$ cat src/core/gpod_pkg.sv
package gpod_pkg;
    // ************************************************
    // bus
    // ************************************************
    localparam int unsigned AW = 12;
    localparam int unsigned DW = 32;
    localparam logic [2:0] HSIZE_WORD = 3'h2;
    localparam logic HRESP_OKAY = 1'h0;
    localparam int unsigned NGRP = 5;

    // ************************************************
    // group order: card, video, sync, flash data, flash address
    // ************************************************
    localparam int unsigned G_CARD = 0;
    localparam int unsigned G_VID = 1;
    localparam int unsigned G_SYNC = 2;
    localparam int unsigned G_FDAT = 3;
    localparam int unsigned G_FADR = 4;
    localparam int unsigned CARD_W = 8;
    localparam int unsigned VID_W = 32;
    localparam int unsigned SYNC_W = 6;
    localparam int unsigned FDAT_W = 16;
    localparam int unsigned FADR_W = 25;

    // ************************************************
    // register map and fields
    // ************************************************
    localparam logic [AW-1:0] DATA_OFS [NGRP] = '{12'h090, 12'h094, 12'h098, 12'h09C, 12'h0A0};
    localparam logic [AW-1:0] SEL_OFS [NGRP] = '{12'h010, 12'h014, 12'h018, 12'h01C, 12'h020};
    localparam logic [AW-1:0] OE_OFS [NGRP] = '{12'h050, 12'h054, 12'h058, 12'h05C, 12'h060};
    localparam logic [DW-1:0] MASK [NGRP] =
        '{32'h0000_00FF, 32'hFFFF_FFFF, 32'h0000_003F, 32'h0000_FFFF, 32'h01FF_FFFF};
    localparam logic [DW-1:0] DATA_RST [NGRP] =
        '{32'h0000_0000, 32'h0000_0000, 32'h0000_0010, 32'h0000_0000, 32'h0000_0000};
    localparam logic [DW-1:0] CTRL_RST = 32'h0000_0000;
    localparam int unsigned CARD_UP_LSB = 4;
    localparam int unsigned VOUT_LSB = 8;
    localparam int unsigned S_VIN_V = 5;
    localparam int unsigned S_VIN_H = 4;
    localparam int unsigned S_ADS_V = 3;
    localparam int unsigned S_ADS_H = 2;
    localparam int unsigned S_VID_V = 1;
    localparam int unsigned S_VID_H = 0;
endpackage : gpod_pkg

$ cat src/core/gpod_ahb_slave.sv
`timescale 1ns/10ps
module gpod_ahb_slave (
    input logic clk,
    input logic reset,
    input logic hsel,
    input logic [gpod_pkg::AW-1:0] haddr,
    input logic [1:0] htrans,
    input logic hwrite,
    input logic [2:0] hsize,
    input logic hready,
    output logic hreadyout,
    output logic hresp,
    output logic wr_en,
    output logic rd_en,
    output logic [gpod_pkg::AW-1:0] addr
);
    logic take;
    logic next_wr;
    logic next_rd;
    logic next_rdy;
    logic [gpod_pkg::AW-1:0] next_addr;

    // reads take one wait state because hrdata is registered from the read mux in the cycle after the address phase
    always_comb begin
        take = hsel & htrans[1] & hready;
        next_wr = take & hwrite & (hsize == gpod_pkg::HSIZE_WORD);
        next_rd = take & ~hwrite;
        next_rdy = ~next_rd;
        next_addr = take ? haddr : addr;
    end

    always_ff @(posedge clk or posedge reset) begin
        if (reset) begin
            wr_en <= 1'h0;
            rd_en <= 1'h0;
            hreadyout <= 1'h1;
            hresp <= gpod_pkg::HRESP_OKAY;
            addr <= '0;
        end else begin
            wr_en <= next_wr;
            rd_en <= next_rd;
            hreadyout <= next_rdy;
            hresp <= gpod_pkg::HRESP_OKAY;
            addr <= next_addr;
        end
    end
endmodule : gpod_ahb_slave

$ cat src/core/gpod_pin_drive.sv
`timescale 1ns/10ps
module gpod_pin_drive #(
    parameter int unsigned W = 8
) (
    input logic clk,
    input logic reset,
    input logic [W-1:0] data,
    input logic [W-1:0] sel,
    input logic [W-1:0] oe,
    input logic [W-1:0] fn_out,
    input logic [W-1:0] fn_oe,
    output logic [W-1:0] pin_out,
    output logic [W-1:0] pin_oe
);
    logic [W-1:0] next_out;
    logic [W-1:0] next_oe;

    for (genvar i = 0; i < W; i++) begin : g_bit
        always_comb begin
            if (sel[i] && oe[i]) begin
                next_out[i] = data[i];
                next_oe[i] = 1'h1;
            end else if (sel[i]) begin
                // gpio input: data bit held but not driven
                next_out[i] = 1'h0;
                next_oe[i] = 1'h0;
            end else begin
                next_out[i] = fn_out[i];
                next_oe[i] = fn_oe[i];
            end
        end
    end

    always_ff @(posedge clk or posedge reset) begin
        if (reset) begin
            pin_out <= '0;
            pin_oe <= '0;
        end else begin
            pin_out <= next_out;
            pin_oe <= next_oe;
        end
    end
endmodule : gpod_pin_drive

$ cat src/core/gpod_top.sv
// What this block does
// - card data lines 7..4 driven from card register bits 7..4 when gpio output
// - card data lines 3..0 driven from card register bits 3..0 when gpio output
// - 24 video output pins follow video register bits 31..8
// - eight video input pins follow video register bits 7..0
// - data bit has no pin effect unless gpio output; it only stores
// - sync bit 5 drives video-in vertical, bit 4 video-in horizontal sync
// - sync bit 3 drives display vertical, bit 2 display horizontal sync
// - sync bit 1 drives video vertical, bit 0 video horizontal sync
// - 16 flash data pins follow flash data register bits 15..0
// - 25 flash address pins follow flash address register bits 24..0
// - pin level equals stored bit: one high, zero low
// - gpio output only when selected and output enable is one
//
// Register access over AHB-Lite was chosen for this implementation.
`timescale 1ns/10ps
module gpod_top (
    input logic clk,
    input logic reset,
    input logic hsel,
    input logic [31:0] haddr,
    input logic [1:0] htrans,
    input logic hwrite,
    input logic [2:0] hsize,
    input logic [31:0] hwdata,
    input logic hready,
    output logic [31:0] hrdata,
    output logic hreadyout,
    output logic hresp,

    // normal-function drive, from peripherals on clk
    input logic [3:0] card_upper_data_lines_fn,
    input logic [3:0] card_upper_data_lines_fn_oe,
    input logic [3:0] card_lower_data_lines_fn,
    input logic [3:0] card_lower_data_lines_fn_oe,

    input logic [23:0] video_output_bus_fn,
    input logic [23:0] video_output_bus_fn_oe,
    input logic [7:0] video_input_bus_fn,
    input logic [7:0] video_input_bus_fn_oe,

    input logic video_in_vertical_sync_fn,
    input logic video_in_vertical_sync_fn_oe,
    input logic video_in_horizontal_sync_fn,
    input logic video_in_horizontal_sync_fn_oe,
    input logic analog_display_vertical_sync_fn,
    input logic analog_display_vertical_sync_fn_oe,
    input logic analog_display_horizontal_sync_fn,
    input logic analog_display_horizontal_sync_fn_oe,
    input logic video_vertical_sync_fn,
    input logic video_vertical_sync_fn_oe,
    input logic video_horizontal_sync_fn,
    input logic video_horizontal_sync_fn_oe,

    input logic [15:0] parallel_flash_data_lines_fn,
    input logic [15:0] parallel_flash_data_lines_fn_oe,
    input logic [24:0] parallel_flash_address_lines_fn,
    input logic [24:0] parallel_flash_address_lines_fn_oe,

    // pin drive
    output logic [3:0] card_upper_data_lines,
    output logic [3:0] card_upper_data_lines_oe,
    output logic [3:0] card_lower_data_lines,
    output logic [3:0] card_lower_data_lines_oe,

    output logic [23:0] video_output_bus,
    output logic [23:0] video_output_bus_oe,
    output logic [7:0] video_input_bus,
    output logic [7:0] video_input_bus_oe,

    output logic video_in_vertical_sync,
    output logic video_in_vertical_sync_oe,
    output logic video_in_horizontal_sync,
    output logic video_in_horizontal_sync_oe,
    output logic analog_display_vertical_sync,
    output logic analog_display_vertical_sync_oe,
    output logic analog_display_horizontal_sync,
    output logic analog_display_horizontal_sync_oe,
    output logic video_vertical_sync,
    output logic video_vertical_sync_oe,
    output logic video_horizontal_sync,
    output logic video_horizontal_sync_oe,

    output logic [15:0] parallel_flash_data_lines,
    output logic [15:0] parallel_flash_data_lines_oe,
    output logic [24:0] parallel_flash_address_lines,
    output logic [24:0] parallel_flash_address_lines_oe
);
    // ************************************************
    // declarations
    // ************************************************
    localparam int unsigned NG = gpod_pkg::NGRP;

    logic wr_en;
    logic rd_en;
    logic [gpod_pkg::AW-1:0] addr;

    // one entry per pin group, in package group order
    logic [31:0] data [NG];
    logic [31:0] sel [NG];
    logic [31:0] oe [NG];

    logic [31:0] next_data [NG];
    logic [31:0] next_sel [NG];
    logic [31:0] next_oe [NG];

    logic [31:0] rmux;
    logic [31:0] next_hrdata;

    logic [gpod_pkg::CARD_W-1:0] card_pin;
    logic [gpod_pkg::CARD_W-1:0] card_pin_oe;

    logic [gpod_pkg::VID_W-1:0] vid_pin;
    logic [gpod_pkg::VID_W-1:0] vid_pin_oe;

    logic [gpod_pkg::SYNC_W-1:0] sync_pin;
    logic [gpod_pkg::SYNC_W-1:0] sync_pin_oe;

    logic [gpod_pkg::FDAT_W-1:0] fdat_pin;
    logic [gpod_pkg::FDAT_W-1:0] fdat_pin_oe;

    logic [gpod_pkg::FADR_W-1:0] fadr_pin;
    logic [gpod_pkg::FADR_W-1:0] fadr_pin_oe;

    // ************************************************
    // bus slave
    // ************************************************
    // only haddr[11:0] is decoded, so the window aliases upward
    gpod_ahb_slave u_slave (
        .clk(clk),
        .reset(reset),
        .hsel(hsel),
        .haddr(haddr[gpod_pkg::AW-1:0]),
        .htrans(htrans),
        .hwrite(hwrite),
        .hsize(hsize),
        .hready(hready),
        .hreadyout(hreadyout),
        .hresp(hresp),
        .wr_en(wr_en),
        .rd_en(rd_en),
        .addr(addr)
    );

    // ************************************************
    // register file
    // ************************************************
    // unmapped writes fall through every compare and are dropped
    // select and enable share the data masks, so a pin keeps one bit
    // position in all three registers of its group
    always_comb begin
        for (int g = 0; g < NG; g++) begin
            next_data[g] = data[g];
            next_sel[g] = sel[g];
            next_oe[g] = oe[g];

            if (wr_en && addr == gpod_pkg::DATA_OFS[g]) begin
                next_data[g] = hwdata & gpod_pkg::MASK[g];
            end else if (wr_en && addr == gpod_pkg::SEL_OFS[g]) begin
                next_sel[g] = hwdata & gpod_pkg::MASK[g];
            end else if (wr_en && addr == gpod_pkg::OE_OFS[g]) begin
                next_oe[g] = hwdata & gpod_pkg::MASK[g];
            end
        end
    end

    // sync data leaves reset with its video-in horizontal bit set
    always_ff @(posedge clk or posedge reset) begin
        if (reset) begin
            for (int g = 0; g < NG; g++) begin
                data[g] <= gpod_pkg::DATA_RST[g];
                sel[g] <= gpod_pkg::CTRL_RST;
                oe[g] <= gpod_pkg::CTRL_RST;
            end
        end else begin
            for (int g = 0; g < NG; g++) begin
                data[g] <= next_data[g];
                sel[g] <= next_sel[g];
                oe[g] <= next_oe[g];
            end
        end
    end

    // ************************************************
    // read path
    // ************************************************
    // stored values are already masked, so reserved bits read zero
    always_comb begin
        rmux = 32'h0000_0000;

        for (int g = 0; g < NG; g++) begin
            if (addr == gpod_pkg::DATA_OFS[g]) begin
                rmux = data[g];
            end else if (addr == gpod_pkg::SEL_OFS[g]) begin
                rmux = sel[g];
            end else if (addr == gpod_pkg::OE_OFS[g]) begin
                rmux = oe[g];
            end
        end

        // hrdata holds between reads, as the read data must stand
        if (rd_en) begin
            next_hrdata = rmux;
        end else begin
            next_hrdata = hrdata;
        end
    end

    always_ff @(posedge clk or posedge reset) begin
        if (reset) begin
            hrdata <= 32'h0000_0000;
        end else begin
            hrdata <= next_hrdata;
        end
    end

    // ************************************************
    // pin drive per group
    // ************************************************
    // concatenations list the higher register bits first
    gpod_pin_drive #(.W(gpod_pkg::CARD_W)) u_card (
        .clk(clk),
        .reset(reset),
        .data(data[gpod_pkg::G_CARD][gpod_pkg::CARD_W-1:0]),
        .sel(sel[gpod_pkg::G_CARD][gpod_pkg::CARD_W-1:0]),
        .oe(oe[gpod_pkg::G_CARD][gpod_pkg::CARD_W-1:0]),
        .fn_out({
            card_upper_data_lines_fn,
            card_lower_data_lines_fn
        }),
        .fn_oe({
            card_upper_data_lines_fn_oe,
            card_lower_data_lines_fn_oe
        }),
        .pin_out(card_pin),
        .pin_oe(card_pin_oe)
    );

    // video outputs sit above the video inputs
    gpod_pin_drive #(.W(gpod_pkg::VID_W)) u_vid (
        .clk(clk),
        .reset(reset),
        .data(data[gpod_pkg::G_VID]),
        .sel(sel[gpod_pkg::G_VID]),
        .oe(oe[gpod_pkg::G_VID]),
        .fn_out({
            video_output_bus_fn,
            video_input_bus_fn
        }),
        .fn_oe({
            video_output_bus_fn_oe,
            video_input_bus_fn_oe
        }),
        .pin_out(vid_pin),
        .pin_oe(vid_pin_oe)
    );

    // sync order: video-in pair, display pair, then video pair
    gpod_pin_drive #(.W(gpod_pkg::SYNC_W)) u_sync (
        .clk(clk),
        .reset(reset),
        .data(data[gpod_pkg::G_SYNC][gpod_pkg::SYNC_W-1:0]),
        .sel(sel[gpod_pkg::G_SYNC][gpod_pkg::SYNC_W-1:0]),
        .oe(oe[gpod_pkg::G_SYNC][gpod_pkg::SYNC_W-1:0]),
        .fn_out({
            video_in_vertical_sync_fn,
            video_in_horizontal_sync_fn,
            analog_display_vertical_sync_fn,
            analog_display_horizontal_sync_fn,
            video_vertical_sync_fn,
            video_horizontal_sync_fn
        }),
        .fn_oe({
            video_in_vertical_sync_fn_oe,
            video_in_horizontal_sync_fn_oe,
            analog_display_vertical_sync_fn_oe,
            analog_display_horizontal_sync_fn_oe,
            video_vertical_sync_fn_oe,
            video_horizontal_sync_fn_oe
        }),
        .pin_out(sync_pin),
        .pin_oe(sync_pin_oe)
    );

    // flash groups map one to one onto their register bits
    gpod_pin_drive #(.W(gpod_pkg::FDAT_W)) u_fdat (
        .clk(clk),
        .reset(reset),
        .data(data[gpod_pkg::G_FDAT][gpod_pkg::FDAT_W-1:0]),
        .sel(sel[gpod_pkg::G_FDAT][gpod_pkg::FDAT_W-1:0]),
        .oe(oe[gpod_pkg::G_FDAT][gpod_pkg::FDAT_W-1:0]),
        .fn_out(parallel_flash_data_lines_fn),
        .fn_oe(parallel_flash_data_lines_fn_oe),
        .pin_out(fdat_pin),
        .pin_oe(fdat_pin_oe)
    );

    // widest group after video: 25 address pins
    gpod_pin_drive #(.W(gpod_pkg::FADR_W)) u_fadr (
        .clk(clk),
        .reset(reset),
        .data(data[gpod_pkg::G_FADR][gpod_pkg::FADR_W-1:0]),
        .sel(sel[gpod_pkg::G_FADR][gpod_pkg::FADR_W-1:0]),
        .oe(oe[gpod_pkg::G_FADR][gpod_pkg::FADR_W-1:0]),
        .fn_out(parallel_flash_address_lines_fn),
        .fn_oe(parallel_flash_address_lines_fn_oe),
        .pin_out(fadr_pin),
        .pin_oe(fadr_pin_oe)
    );

    // ************************************************
    // pin fan-out, straight from the drive flops
    // ************************************************
    assign card_upper_data_lines = card_pin[gpod_pkg::CARD_W-1:gpod_pkg::CARD_UP_LSB];
    assign card_upper_data_lines_oe = card_pin_oe[gpod_pkg::CARD_W-1:gpod_pkg::CARD_UP_LSB];
    assign card_lower_data_lines = card_pin[gpod_pkg::CARD_UP_LSB-1:0];
    assign card_lower_data_lines_oe = card_pin_oe[gpod_pkg::CARD_UP_LSB-1:0];

    assign video_output_bus = vid_pin[gpod_pkg::VID_W-1:gpod_pkg::VOUT_LSB];
    assign video_output_bus_oe = vid_pin_oe[gpod_pkg::VID_W-1:gpod_pkg::VOUT_LSB];
    assign video_input_bus = vid_pin[gpod_pkg::VOUT_LSB-1:0];
    assign video_input_bus_oe = vid_pin_oe[gpod_pkg::VOUT_LSB-1:0];

    assign video_in_vertical_sync = sync_pin[gpod_pkg::S_VIN_V];
    assign video_in_vertical_sync_oe = sync_pin_oe[gpod_pkg::S_VIN_V];
    assign video_in_horizontal_sync = sync_pin[gpod_pkg::S_VIN_H];
    assign video_in_horizontal_sync_oe = sync_pin_oe[gpod_pkg::S_VIN_H];

    assign analog_display_vertical_sync = sync_pin[gpod_pkg::S_ADS_V];
    assign analog_display_vertical_sync_oe = sync_pin_oe[gpod_pkg::S_ADS_V];
    assign analog_display_horizontal_sync = sync_pin[gpod_pkg::S_ADS_H];
    assign analog_display_horizontal_sync_oe = sync_pin_oe[gpod_pkg::S_ADS_H];

    assign video_vertical_sync = sync_pin[gpod_pkg::S_VID_V];
    assign video_vertical_sync_oe = sync_pin_oe[gpod_pkg::S_VID_V];
    assign video_horizontal_sync = sync_pin[gpod_pkg::S_VID_H];
    assign video_horizontal_sync_oe = sync_pin_oe[gpod_pkg::S_VID_H];

    assign parallel_flash_data_lines = fdat_pin;
    assign parallel_flash_data_lines_oe = fdat_pin_oe;

    assign parallel_flash_address_lines = fadr_pin;
    assign parallel_flash_address_lines_oe = fadr_pin_oe;
endmodule : gpod_top

$ cat config.mk
export PLATFORM = sky130hd
export DESIGN_NAME = gpod_top
export DESIGN_NICKNAME = d
export VERILOG_FILES = /design/src/core/gpod_pkg.sv /design/src/core/gpod_ahb_slave.sv /design/src/core/gpod_pin_drive.sv /design/src/core/gpod_top.sv
export SDC_FILE = /design/constraint.sdc
export NUM_CORES = 1
export LEC_CHECK = 0
export ABC_AREA = 0
export ABC_CLOCK_PERIOD_IN_PS = 16400
export BUFFER_PORTS_ARGS = -buffer_cell sky130_fd_sc_hd__buf_2
export CAP_MARGIN = 20
export CORE_ASPECT_RATIO = 1.1
export CORE_UTILIZATION = 32
export DETAILED_ROUTE_END_ITERATION = 10
export PLACE_DENSITY_LB_ADDON = 0.12
export SLEW_MARGIN = 30
export SYNTH_ARGS = -nofsm -noshare
export SYNTH_HDL_FRONTEND = slang
export SYNTH_SLANG_ARGS = --single-unit
export TNS_END_PERCENT = 50
$ cat constraint.sdc
create_clock -name clk -period 16.4 [get_ports clk]
set_input_delay 1.64 -clock clk [delete_from_list [all_inputs] [get_ports clk]]
set_output_delay 1.64 -clock clk [all_outputs]
set_load 0.01 [all_outputs]
# ---- Word level (Yosys, flattened, before mapping)
# Index checks and enable logic that the tools add are counted.
# W data, S select, Z words.
dict set report classes {
  eq_ne 16
  mux 363
  bitwise_logic 17
  reduce_logical 112
}
# op n
set ops {}
lappend ops {{$mux W32} 12}
lappend ops {{$mux W1} 348}
lappend ops {{$logic_and A1 B1 Y1} 102}
lappend ops {{$eq A12 B7 Y1 const B} 5}
lappend ops {{$eq A12 B8 Y1 const B} 5}
lappend ops {{$eq A12 B5 Y1 const B} 4}
lappend ops {{$mux W8} 3}
lappend ops {{$reduce_and A3 Y1} 5}
lappend ops {{$eq A12 B6 Y1 const B} 1}
lappend ops {{$not A1 Y1} 12}
lappend ops {{$reduce_and A2 Y1} 5}
lappend ops {{$and A1 B1 Y1} 5}
lappend ops {{$eq A3 B2 Y1 const B} 1}
dict set report word_totals {
  elab_cells 538
  output_inout_bits 208
  reg_bits 482
  input_bits 248
}

# ---- Longest topological paths before layout
dict set report logic_depth {
  ltp_word 16
  mapped_depth 10
  mapped_depth_nobuf 6
}

# ---- By module
# A second synthesis with hierarchy kept.
dict set report hier_totals {
  cells_unflattened 1656
  area_unflattened_um2 21107.7
}
# module instances cells_per_inst seq_area_each_um2 area_per_inst_um2
set modules_own_cells {}
lappend modules_own_cells {gpod_top 1 1093 7333.3 13624.3}
lappend modules_own_cells {{gpod_pin_drive at u_vid} 1 193 1601.5 2526.2}
lappend modules_own_cells {{gpod_pin_drive at u_fadr} 1 151 1251.2 1974.4}
lappend modules_own_cells {{gpod_pin_drive at u_fdat} 1 97 800.8 1265.0}
lappend modules_own_cells {{gpod_pin_drive at u_card} 1 49 400.4 634.4}
lappend modules_own_cells {gpod_ahb_slave 1 36 376.6 606.8}
lappend modules_own_cells {{gpod_pin_drive at u_sync} 1 37 300.3 476.7}

# ---- Worst setup path before layout
# No wires, ideal clock.
dict set report synth_path {
  path_type {input -> register}
  startpoint {input port hsel}
  endpoint {register u_slave.addr[0] in the netlist's numbering}
  cell_stages 3
  path_buffers 1
  required_time_ps 16275
  setup_ps 125
  arrival_ps 2492
  setup_slack_ps 13783
  cell_sequence {nand3_1 > clkbuf_1 > mux2_2}
}
dict set report synth_between {
  elab_chain_len 2
}
# element line
set synth_rtl {}
lappend synth_rtl {{start: declaration} gpod_top.sv:20} ;# input logic hsel,
lappend synth_rtl {{$and A1 B1 Y1 (2 in a row)} gpod_ahb_slave.sv:25} ;# take = hsel & htrans[1] & hready;
lappend synth_rtl {{end signal: assignment} gpod_ahb_slave.sv:44} ;# addr <= next_addr;
lappend synth_rtl {{end: declaration} gpod_ahb_slave.sv:15} ;# output logic [gpod_pkg::AW-1:0] addr
# Every way passes these cells.
# A chain may end at the register's enable or synchronous reset.

# ---- Final worst setup path
dict set report layout_path {
  startpoint {register u_slave.addr[11] in the netlist's numbering}
  endpoint {register oe[10] in the netlist's numbering}
}
dict set report layout_between {
  elab_chain_len 4
  elab_cells_between_ends 9
  classes_between {eq/ne (3); bitwise (2); reduce/logical (4)}
}
# element line
set layout_rtl {}
lappend layout_rtl {{$eq A12 B6 Y1 / $eq A12 B8 Y1 (equally long branches)} {gpod_top.sv:159, gpod_top.sv:157}}
lappend layout_rtl {{$logic_and A1 B1 Y1 (on tied branches)} {gpod_top.sv:159, gpod_top.sv:157}}
lappend layout_rtl {{$not A1 Y1 (no source line)} -}
lappend layout_rtl {{$reduce_and A3 Y1 (no source line) (*)} -}
lappend layout_rtl {{end signal: indexed assignment} gpod_top.sv:173} ;# oe[g] <= gpod_pkg::CTRL_RST;
lappend layout_rtl {{end signal: indexed assignment} gpod_top.sv:179} ;# oe[g] <= next_oe[g];
lappend layout_rtl {{end: declaration} gpod_top.sv:101} ;# logic [31:0] oe [NG];
# Mark *: on every way between the ends. The rest lies on a longest branch, timed or not.

==> reports/results.md <==
| Parameter | Value | Unit |
|:---|:---|:---|
| Insertion delay to the later sink of the worst-skew pair | 0.60 | ns |
| Setup violations, final | 0 | - |
| Placed wire-length estimate | 48600 | um |
| Leakage Power | 11.7 | nW |
| Classification of the worst-slack hold path | flop to flop | - |
| Initial core utilization | 32.6 | % |
| Die Outline Area | 0.0649 | mm^2 |
| Largest fanout of any net on the critical path | 25 | - |
| Sequential share of the synthesized area | 59.0 | % |
| Max-slew violations | 0 | - |
| Iteration-0 DRC count of the detailed router | 848 | - |
| Worst r2r src | u_slave.addr[11]$_DFFE_PP0P_ | - |
| Ordered cell list for the critical path | nor4_2 -> buf_4 -> nand2_1 -> nor2_4 -> nand2_2 -> mux2_2 | - |
| Start point of the critical path | u_slave.addr[11]$_DFFE_PP0P_ | - |
| Post-synthesis instance area | 0.0204 | mm^2 |
| Count of buffers from port buffering | 433 | - |
| Core area | 0.0627 | mm^2 |
| Kind of capture point of the worst setup path | flop | - |
| Synthesized net count | 1878 | - |
| Largest cells by area after synthesis | dfrtp_1 59%, mux2_2 20%, o21ai_0 3.6%, nand3_1 2.4%, inv_1 1.8% | - |
| Post-CTS resize count | 0 | - |
| I/O pins | 456 | - |
| Vert. Die Dim | 267 | um |
| Post-layout min period | 3.60 | ns |
| Clock tree sinks | 482 | - |
| Largest clock skew in the final design | 0.0129 | ns |
| Number of hold-repair buffers added at the cts stage | 0 | - |
| Slew at the pin closest to its max-slew limit | 0.934 | ns |
| MaxCap Viol Count | 0 | - |
| Post-detailed-route wirelength per cell | 23.7 | um |
| Result of the run | finished, final reports clean | - |
| Total Routed Length | 70000 | um |
| Hold wc startpoint | data[16]$_DFFE_PP0P_ | - |
| Number of global-route vias before repair | 15700 | - |
| Buffer depth of the longest clock path | 3 | - |
| Ys Warns | 0 | - |
| Row cnt | 96 | - |
| Ratio of cells with drive above 1 in the final layout | 45.0 | % |
| Area Overhead vs Synth | 24.8 | % |
| Drt first pass iters | 5 | - |
| Most instantiated flip-flop cell in the synthesis netlist | dfrtp_1 | - |
| Global placement routability congestion | 0.789 | - |
| Share of Yosys cell area claimed by the top area cell type | 58.8 | % |
| Max Clock Freq | 0.278 | GHz |
| Total Neg Setup Slack | 0 | ns |
| Number of enable flip-flop cells after synthesis | 0 | - |
| Number of vias per cell | 5.04 | - |
| Post-synthesis cell count | 1630 | - |
| Net count, final | 2321 | - |
| Gr usage total | 21.5 | % |
| Post-route worst setup slack | 12.80 | ns |
| Final cycle utilization of the critical path | 21.9 | % |
| Cell variety after synth | 60 | - |
| Library cell occupying the most area in the post-synthesis netlist | dfrtp_1 | - |
| Register bit total from synthesis | 482 | - |
| Vias post-DR | 14900 | - |
| Clock-pin transition on the worst setup and hold timing paths | 0.06 | ns |
| Worst max-slew margin expressed relative to the limit | 37.5 | % |
| Proportion of register bits with asynchronous set or reset after synthesis | 100 | % |
| Final number of hold-violating endpoints | 0 | - |
| Per-instance average area after synthesis | 12.5 | um^2 |
| Critical path class | flop to flop | - |
| Overflow after GRT | 0 | - |
| RSZ-0062 raised after global routing | no | - |
| # H-tree levels | 2 | - |
| TritonCTS clock tree | yes | - |
| Antenna Nets Post-Route | 0 | - |
| Global-route wire length before repair | 104000 | um |
| Total power density per cell area | 113 | mW/mm^2 |
| Arrival time worst endpoint | 4.07 | ns |
| Post-placement worst setup slack | 12.29 | ns |
| Post-CTS Repair Setup Buffers | 0 | - |
| Peak VDD IR | 0.0734 | mV |
| Number of antenna violations at the first check in global routing | 4 | - |
| Largest net degree at the start of global routing | 175 | - |
| Max stage delay on crit path | 0.71 | ns |
| Required time at the worst-slack endpoint | 16.88 | ns |
| Number of buffers created by CTS | 54 | - |
| Slowest-stage cell, CP | nor2_4 | - |
| Root Buffer Master | clkbuf_16 | - |
| Number of design rule violations left after detail routing | 0 | - |
| Width of the die | 243 | um |
| Type of element launching the critical path | flop | - |
-- report_power, final --
part | total [W] | switching, W | internal [W]
logic | 0.000294 | 0.000171 | 0.000123
clock network | 0.00127 | 0.000506 | 0.000769
registers | 0.00132 | 0.0000603 | 0.00126
total | 0.00289 | 0.000737 | 0.00215
-- cells by family (layout without fill, tap and decap cells) --
logic type	after synthesis	in the layout	share of synthesized area [%]
buffers and inverters	171	658	3.45
flip-flops	482	482	59.0
AND/OR/NAND/NOR	268	268	7.07
other	1	2	0.0184
AO/OA/AOI/OAI	324	324	9.37
multiplexers	384	384	21.1
-- registers in the layout, indices dropped and copies added (netlist names), 25 cells and up --
register / cells
u_vid.pin_out: 32
u_vid.pin_oe: 32
u_fadr.pin_oe: 25
sel: 87
hrdata: 32
oe: 87
u_fadr.pin_out: 25
data: 87
-- worst max-delay path: cells and delay by family, from the launching register on --
| kind | cells | cell delay (ns) |
|---|---|---|
| DFF | 1 | 0.40 |
| and+or+nand+nor | 4 | 2.27 |
| buffers and inverters | 1 | 0.26 |
| muxes | 1 | 0.52 |
-- layer usage --
layer	wire length [um]	vias to the layer above	global-route usage, %
li1	-	6750	-
met1	30400	7609	28.2
met2	34700	408	36.6
met3	3380	98	3.73
met4	1400	8	5.18
met5	46	-	0
-- Yosys cell counts (all sizes together), types with 2 or more instances --
cell type and instances:
buf 40, a222oi 2, nor2 50, mux2 368, nor4b 2, a31oi 15
a211o 2, nor2b 13, o221ai 5, a22oi 35, a21o 8, nand2b 8
or3 2, a221oi 8, o21ai 150, mux2i 16, nand4 2, nand2 55
nor4 6, and3 7, nand3 100, o211a 2, and2 2, a21oi 54
a32oi 3, dfstp 2, dfrtp 480, inv 97, clkbuf 34, o2111ai 2
a221o 3, nor3 8, or2 7, o22ai 29
-- layout by cell type (no fill, tap or decap), drive strengths merged, types with 29 or more instances in the layout --
master / count
nand3: 100
nand2: 55
clkbuf: 77
o22ai: 29
dfrtp: 480
a21oi: 54
mux2: 368
nor2: 50
inv: 99
buf: 461
o21ai: 150
a22oi: 35
-- path summary, 6_finish.rpt --
kind	slack [ns]	cells past startpoint	to
min reg2reg	0.52	2	hrdata[16]$_DFFE_PP0P_
max in group asynchronous	13.38	4	u_slave.addr[7]$_DFFE_PP0P_
max reg2reg	12.80	6	oe[10]$_DFFE_PP0P_
min	0.52	2	hrdata[16]$_DFFE_PP0P_
max	12.80	6	oe[10]$_DFFE_PP0P_
min in group asynchronous	1.17	2	u_vid.pin_oe[21]$_DFF_PP0_
-- stage by stage --
| step | instances | hold WS (ns) | util, % | total power [W] | area [um^2] |
|---|---|---|---|---|---|
| floorplan | 1630 | 0.479 | - | 0.00149 | 20400 |
| global placement | 2848 | 0.485 | 37.6 | 0.00164 | 23600 |
| detailed placement | 2849 | 0.502 | 37.6 | 0.00164 | 23600 |
| CTS | 2949 | 0.518 | 40.6 | 0.00293 | 25500 |
| global route | 2950 | 0.546 | 40.7 | 0.00301 | 25500 |
| finish | 2951 | 0.515 | 40.7 | 0.00289 | 25500 |
-- final cells by class --
cell class | count | area (um^2)
tap | 833 | 1040
timing repair buffer | 461 | 2420
fill | 6136 | 37200
sequential | 482 | 12100
clock buffer | 77 | 1630
multi-input combinational | 977 | 7720
inverter | 97 | 372
antenna | 1 | 2.50
clock inverter | 23 | 251
No activity file was read; power rests on OpenSTA's default activity.
